$ cat src/hdl/pwm_pkg.sv
// Register map, reset values and timing constants of the pulse-division PWM
package pwm_pkg;
   localparam logic [15:0] ADDR_CLOCK_CONTROL = 16'hFFD0;
   localparam logic [15:0] ADDR_WIDTH_UPPER = 16'hFFD1;
   localparam logic [15:0] ADDR_WIDTH_LOWER = 16'hFFD2;
   localparam logic [7:0] CLOCK_CONTROL_RESET = 8'hFE;
   localparam logic [7:0] WIDTH_UPPER_RESET = 8'hC0;
   localparam logic [7:0] WIDTH_LOWER_RESET = 8'h00;
   localparam logic [7:0] READ_ALL_ONES = 8'hFF;
   localparam int PERIOD_SEL_BIT = 0;
   localparam int UPPER_DATA_BITS = 6;
   localparam int LOWER_DATA_BITS = 8;
   localparam int DATA_BITS = UPPER_DATA_BITS + LOWER_DATA_BITS;
   localparam int PULSE_COUNT = 64;
   localparam int PULSE_BITS = 6;
   localparam int SLOT_BITS = DATA_BITS - PULSE_BITS;
   localparam logic [DATA_BITS:0] BASE_HALF_STEPS = 15'h0040;
endpackage

$ cat src/hdl/pulse_division_dac_pwm.sv
// Pulse-division 14-bit PWM generator with write-only register port
`timescale 1ns/1ps
// Overview of operation
// - With period select 0 the generator steps every system clock, period 16,384 clocks.
// - With period select 1 the generator steps every 2 system clocks, period 32,768 clocks.
// - Clock control bits 7 to 1 read as ones and ignore writes.
// - Period select is write-only and its bit position always reads as one.
// - Reset loads the clock control register with FE, selecting the short period.
// - The width value is 6 upper bits from the high register and 8 from the low register.
// - The value sets the total high time over a whole period, not one pulse.
// - Writing the high register moves both registers into the generator as one value.
// - Both data registers are write-only and read back as all ones.
// - Reset sets the data pair to C000, all data bits zero.
// - A period is 64 pulses whose high time totals (data+64) half input clocks, at most 16,384.
// - The input clock period is 2 system clocks for select 0 and 4 for select 1.
module pulse_division_dac_pwm
   import pwm_pkg::*;
(
   input wire logic ref_clk,
   input wire logic rst,
   input wire logic [15:0] addr,
   input wire logic [7:0] wdata,
   input wire logic wr,
   input wire logic rd,
   output logic [7:0] rdata,
   output logic pwm_out
);

   logic period_sel_q;
   logic [7:0] width_upper_q;
   logic [7:0] width_lower_q;
   logic [DATA_BITS-1:0] pending_q;
   logic [DATA_BITS-1:0] active_q;
   logic [1:0] half_div_q;
   logic [SLOT_BITS-1:0] slot_q;
   logic [PULSE_BITS-1:0] pulse_q;
   logic tick;
   logic period_end;
   logic [SLOT_BITS+1:0] high_half_steps;
   logic extra_half;
   logic [SLOT_BITS+1:0] half_pos;
   logic pwm_d;
   logic unused_div_bit;

   // Bit-reversal of the pulse index spreads the extra half-steps evenly
   function automatic logic [PULSE_BITS-1:0] bit_rev(input logic [PULSE_BITS-1:0] v);
      logic [PULSE_BITS-1:0] r;
      r = '0;
      for (int i = 0; i < PULSE_BITS; i++) begin
         r[i] = v[PULSE_BITS-1-i];
      end
      return r;
   endfunction

   // Register writes; reserved bits are not stored at all
   always_ff @(posedge ref_clk) begin
      if (rst) begin
         period_sel_q <= CLOCK_CONTROL_RESET[PERIOD_SEL_BIT];
      end else if (wr && addr == ADDR_CLOCK_CONTROL) begin
         period_sel_q <= wdata[PERIOD_SEL_BIT];
      end
   end

   always_ff @(posedge ref_clk) begin
      if (rst) begin
         width_upper_q <= WIDTH_UPPER_RESET;
         width_lower_q <= WIDTH_LOWER_RESET;
      end else begin
         if (wr && addr == ADDR_WIDTH_LOWER) begin
            width_lower_q <= wdata;
         end
         if (wr && addr == ADDR_WIDTH_UPPER) begin
            width_upper_q <= {WIDTH_UPPER_RESET[7:UPPER_DATA_BITS],
                              wdata[UPPER_DATA_BITS-1:0]};
         end
      end
   end

   // Upper write latches the whole 14-bit value; relies on low written first
   always_ff @(posedge ref_clk) begin
      if (rst) begin
         pending_q <= '0;
      end else if (wr && addr == ADDR_WIDTH_UPPER) begin
         pending_q <= {wdata[UPPER_DATA_BITS-1:0], width_lower_q};
      end
   end

   // Reads: every location is write-only, so all ones
   always_ff @(posedge ref_clk) begin
      if (rst) begin
         rdata <= '0;
      end else if (rd) begin
         rdata <= READ_ALL_ONES;
      end else begin
         rdata <= '0;
      end
   end

   // Half-step divider: system clock /2 or /4 per input clock
   always_ff @(posedge ref_clk) begin
      if (rst || tick) begin
         half_div_q <= '0;
      end else begin
         half_div_q <= half_div_q + 2'h1;
      end
   end
   // One tick is half an input clock: 1 system clock or 2
   assign tick = period_sel_q ? (half_div_q == 2'h1) : 1'b1;

   // Each pulse holds 2^SLOT_BITS half-steps; slot counts half-steps directly
   always_ff @(posedge ref_clk) begin
      if (rst) begin
         slot_q <= '0;
         pulse_q <= '0;
      end else if (tick) begin
         slot_q <= slot_q + 1'b1;
         if (&slot_q) begin
            pulse_q <= pulse_q + 1'b1;
         end
      end
   end
   // Divider only ever reaches 1 before wrapping
   assign unused_div_bit = half_div_q[1];

   assign period_end = tick && (&slot_q) && (&pulse_q);

   // New value only at a period boundary, so a period is never mixed
   always_ff @(posedge ref_clk) begin
      if (rst) begin
         active_q <= '0;
      end else if (period_end) begin
         active_q <= pending_q;
      end
   end

   // Per pulse: (data>>6)+1 half-steps base, plus one for the low 6 bits
   // selected pulses, totalling data+64 over the period, at most 16384
   assign extra_half = bit_rev(pulse_q) < active_q[PULSE_BITS-1:0];
   assign high_half_steps = (SLOT_BITS+2)'(active_q[DATA_BITS-1:PULSE_BITS])
                            + (SLOT_BITS+2)'(1) + (SLOT_BITS+2)'(extra_half);
   assign half_pos = {2'b00, slot_q};
   // Counts of 256 or more keep the pin high for the whole pulse
   assign pwm_d = half_pos < high_half_steps;

   always_ff @(posedge ref_clk) begin
      if (rst) begin
         pwm_out <= 1'b0;
      end else begin
         pwm_out <= pwm_d;
      end
   end

endmodule

$ cat config.mk
export PLATFORM = sky130hd
export DESIGN_NAME = pulse_division_dac_pwm
export DESIGN_NICKNAME = d
export VERILOG_FILES = /design/src/hdl/pwm_pkg.sv /design/src/hdl/pulse_division_dac_pwm.sv
export SDC_FILE = /design/constraint.sdc
export NUM_CORES = 1
export LEC_CHECK = 0
export BUFFER_PORTS_ARGS = -buffer_cell sky130_fd_sc_hd__buf_2
export CAP_MARGIN = 10
export CORE_UTILIZATION = 30
export DETAILED_ROUTE_END_ITERATION = 8
export GPL_TIMING_DRIVEN = 0
export SLEW_MARGIN = 20
export SYNTH_ARGS = -nofsm -noshare
export SYNTH_HDL_FRONTEND = slang
export SYNTH_SLANG_ARGS = --single-unit
$ cat constraint.sdc
create_clock -name ref_clk -period 3.5 [get_ports ref_clk]
set_input_delay 0.7 -clock ref_clk [delete_from_list [all_inputs] [get_ports ref_clk]]
set_output_delay 0.7 -clock ref_clk [all_outputs]
set_load 0.005 [all_outputs]
# Word-level counts from Yosys, hierarchy flattened
# Cells that the tools add are included.
dict set report classes {
  order_cmp 2
  n_shift 0
  reduce_logical 9
  multipliers 0
  n_bitwise 0
  muxes 2
  n_addsub 5
  div_mod_pow 0
  n_eq_ne 4
}
# operator count
set ops {}
lappend ops {{$eq 16x16->1 const B} 3}
lappend ops {{$add 9x1->10} 1}
lappend ops {{$lt 8x10->1} 1}
lappend ops {{$add 8x1->9 const B} 1}
lappend ops {{$reduce_and 9->1} 1}
lappend ops {{$add 8x1->8 const B} 1}
lappend ops {{$mux 8} 1}
lappend ops {{$reduce_and 8->1} 1}
lappend ops {{$add 6x1->6 const B} 1}
lappend ops {{$lt 6x6->1} 1}
lappend ops {{$reduce_and 6->1} 1}
lappend ops {{$logic_and 1x1->1} 5}
lappend ops {{$add 2x1->2 const B} 1}
lappend ops {{$eq 2x1->1 const B} 1}
lappend ops {{$logic_or 1x1->1} 1}
lappend ops {{$mux 1} 1}
dict set report word_totals {
  mem_bits_rw 0
  reg_bits 62
  wordCells 31
  latchBits 0
  mem_bits_ro 0
  out_inout_bits 9
  in_bits 28
  memories 0
}

# Longest topological paths before layout
dict set report depth {
  ltp_word 4
  mapped_depth 15
  ltp_nobuf 15
}

# Least setup slack after synthesis
# OpenSTA, ideal clock, no wires.
dict set report synth_timing {
  path_type {reg-to-reg}
  startpoint {reg active_q[3]}
  endpoint {reg pwm_out}
  t_required_ps 3414
  path_buffers 0
  t_arrival_ps 2635
  synth_period_minus_slack_ps 2721
  setup_ps 86
  setup_slack_ps 779
  stages_incl_launch_ff 15
  path_cell_list {dfxtp_1 inv_1 ha_1 a21oi_1 o21ai_0 a31o_2 ha_1 inv_1 ha_1 nand3_1 xor2_1 ha_1 a21o_1 a211o_1 a211oi_1}
}
dict set report synth_between {
  elab_chain_len 3
}
# element line
set synth_rtl {}
lappend synth_rtl {{from (decl)} pulse_division_dac_pwm.sv:33} ;# logic [DATA_BITS-1:0] active_q;
lappend synth_rtl {{from (signal assigned)} pulse_division_dac_pwm.sv:132} ;# active_q <= pending_q;
lappend synth_rtl {{$lt 6x6->1} pulse_division_dac_pwm.sv:138} ;# assign extra_half = bit_rev(pulse_q) < active_q[PULSE_BITS-1:0];
lappend synth_rtl {{$add 9x1->10} pulse_division_dac_pwm.sv:140} ;# + (SLOT_BITS+2)'(1) + (SLOT_BITS+2)'(extra_half);
lappend synth_rtl {{$lt 8x10->1} pulse_division_dac_pwm.sv:143} ;# assign pwm_d = half_pos < high_half_steps;
lappend synth_rtl {{to (signal assigned)} pulse_division_dac_pwm.sv:149} ;# pwm_out <= pwm_d;
lappend synth_rtl {{to (decl)} pulse_division_dac_pwm.sv:26} ;# output logic pwm_out
# Every way passes these cells.
# A chain may end at the register's enable or synchronous reset.

# Worst setup path after layout
dict set report layout_timing {
  startpoint {reg pulse_q[2]}
  endpoint {reg pwm_out}
}
dict set report layout_between {
  elab_chain_len 3
}
# element line
set layout_rtl {}
lappend layout_rtl {{from (decl)} pulse_division_dac_pwm.sv:36} ;# logic [PULSE_BITS-1:0] pulse_q;
lappend layout_rtl {{from (signal assigned)} pulse_division_dac_pwm.sv:118} ;# pulse_q <= pulse_q + 1'b1;
lappend layout_rtl {{$lt 6x6->1} pulse_division_dac_pwm.sv:138}
lappend layout_rtl {{$add 9x1->10} pulse_division_dac_pwm.sv:140}
lappend layout_rtl {{$lt 8x10->1} pulse_division_dac_pwm.sv:143}
# Every way passes these cells.

==> metrics.cfg <==
[logic_synthesis]
synth_area_per_cell_um2 = 9.388
synth-seq-cells = 55
ys_top_cells_by_count = 55 x dfxtp_1, 53 x nand2_1, 39 x mux2i_1
synthTopCellsByArea = dfxtp_1 42%, mux2i_1 15%, ha_1 8.0%
ys_seq_area_share_pct = 41.59
yosys_warnings = 0
synth_edf_count = 0
synth_top_area_share_pct = 41.59
ys_types = 39
netlist_area_mm2 = 0.002648
synth_flop_cell = dfxtp_1
netlist_instances = 282
synth_area_leader_cell = dfxtp_1
yosysMostFrequentCell = dfxtp_1
synthArstFlopShare_pct = 0
synth_nets = 327

[power]
powerDensity_mw_per_mm2 = 347.8
ir_drop_uv = 204.4
p_leak_uw = 0.001270

[critical_path]
critPathRequiredTime_ns = 3.71
cp-end-kind = register
reg2reg_depth = 13
r2r_slack_ns = 0.45
cp-endpoint = pwm_out$_SDFF_PP0_
arrival_ns = 3.26
crit_fanout = 6
crit_path_start = pulse_q[2]$_SDFFE_PP0P_
reg2reg_from = pulse_q[2]$_SDFFE_PP0P_
r2r_end = pwm_out$_SDFF_PP0_
worstSetupPathType = reg2reg
cp-start-kind = register

[place]
dp_hpwl_mm = 3.781
gp_congestion = 0.7477
io_buffer_count = 36

[sta]
worst_pin_slew_ns = 0.4815
fin_crit_ns = 3.050
final.period_utilization_pct = 87.16
clock_skew_ns = 0.01030
setup_viol_count_final = 0
tns_ns = 0
slew_headroom_pct = 67.90
fmax_mhz = 327.8
whs_ns = 0.4470
grt_setup_unrepaired = false
slew_viol_final = 0
hold_viol_final = 0

[die]
initial_utilization_pct = 31.59
die-area_mm2 = 0.009204
die_h_um = 95.94
core-area_mm2 = 0.008382
die_width_um = 95.94
ioPinCount = 37
fp-row-count = 33

[detailed_routing]
drt_iter0_markers = 78
ant_nets = 0
wl_per_cell_um = 11.48
remaining_drc_errors = 0
drt_first_pass_iters = 4
vias = 2008
drt_wl_total_mm = 4.936
avgViaCountPerCell = 4.670

[finish]
final_nets = 370
diodes = 0
drive_gt1_share_pct = 19.38
multi_input_area_mm2 = 0.001385
fillers = 846
utilization_pct = 36.33
area_growth_pct = 15.03
seq_area_mm2 = 0.001101

[clock_tree]
clk_pin_slew_worst_paths_ns = 0.10
clock_latency_ns = 0.31
cts_resized = 0
cts_buffers = 5
clock-sinks = 55
cts_max_level = 2
cts_hold_repair.buffers = 0
cts_buffer_depth = 2
cts_post_setup_buffers_inserted = 0
cts_tree = done
cts_root_buf = clkbuf_8

[grt]
grt_max_degree = 18
antenna_found_initial = 0
overflow = 0
grt_pass1_wl_mm = 8.804
grt_pass1_vias = 1856
global_route.usage.total_pct = 12.35

[hold_path]
hp-start = half_div_q[0]$_SDFF_PP0_
hold_path_class = reg2reg

[job]
drv_cap = 0

[status]
status = finished clean

-- metal layers --
metal | up-vias | track usage [%] | part of all wire, %
met1 | 915 | 16.68 | 51
met4 | 0 | 2.985 | 0.85
met5 | - | 0 | 0
met2 | 35 | 20.00 | 45
met3 | 4 | 2.686 | 3.1
li1 | 1054 | - | -
-- power breakdown --
group          switching (µW)  internal [µW]
Combinational            32.4           32.8
Sequential               5.82            631
Clock                     216            142
-- kinds of logic after synthesis --
logic type,after synthesis,synth area share (%)
AOI/OAI and AO/OA,24,5.766
and+or+nand+nor,103,19.28
adders and majority gates,17,8.034
buffers and inverters,31,6.096
DFF,55,41.59
xor gates and xnor gates,11,3.639
muxes,41,15.60
-- registers in the layout, indices dropped and copies added (netlist names) --
name	cells
pending_q	14
width_lower_q	8
pulse_q	6
slot_q	8
period_sel_q	1
pwm_out	1
rdata	1
half_div_q	2
active_q	14
-- worst min path at each step --
stage	depth (start not counted)	endpoint
2_1_floorplan	1	half_div_q[0]$_SDFF_PP0_
3_3_place_gp	1	half_div_q[0]$_SDFF_PP0_
3_5_place_dp	1	half_div_q[0]$_SDFF_PP0_
4_1_cts	1	half_div_q[0]$_SDFF_PP0_
5_1_grt	1	half_div_q[0]$_SDFF_PP0_
6_report	1	half_div_q[0]$_SDFF_PP0_
-- placed cells by master (no fill, tap or decap), types with 4 or more instances in the layout --
cell and instances:
xnor2_1 6, clkbuf_8 5, ha_1 17, xor2_1 5
inv_1 12, mux2i_1 39, buf_4 7, nor2_1 11
nand4_1 7, buf_2 39, nand2_1 53, a21oi_1 10
nand3_1 9, dfxtp_1 55, clkbuf_1 4
-- layout make-up --
| class | count | area share, % |
|---|---|---|
| inverters | 13 | 1.602 |
| plain buffers | 18 | 3.698 |
| repair buffers | 36 | 5.916 |
| flip-flops and latches | 55 | 36.15 |
| well taps | 105 | 4.314 |
| clock inverters | 2 | 0.5752 |
| multi-input cells | 196 | 45.48 |
| clock buffers | 5 | 2.260 |
-- worst max-delay path, stage by stage (launching register included) --
cell	delay, ns
dfxtp_1	0.43
ha_1	0.28
a21oi_1	0.13
o21ai_0	0.09
a31o_2	0.26
ha_1	0.19
inv_1	0.07
ha_1	0.20
nand3_1	0.11
xor2_1	0.17
ha_1	0.30
a21o_1	0.19
a211o_1	0.28
a211oi_1	0.26
-- stage by stage --
| step | instances | setup WS, ns | total power (µW) | area [µm²] |
|---|---|---|---|---|
| 2_1_floorplan | 282 | 0.7791 | 685.1 | 2648 |
| 3_3_place_gp | 423 | 0.4994 | 715.0 | 2959 |
| 3_5_place_dp | 423 | 0.4600 | 716.3 | 2959 |
| 4_1_cts | 430 | 0.4392 | 1071 | 3045 |
| 5_1_grt | 430 | 0.1966 | 1104 | 3045 |
| 6_report | 430 | 0.4495 | 1059 | 3045 |
No activity file was read; power rests on OpenSTA's default activity.
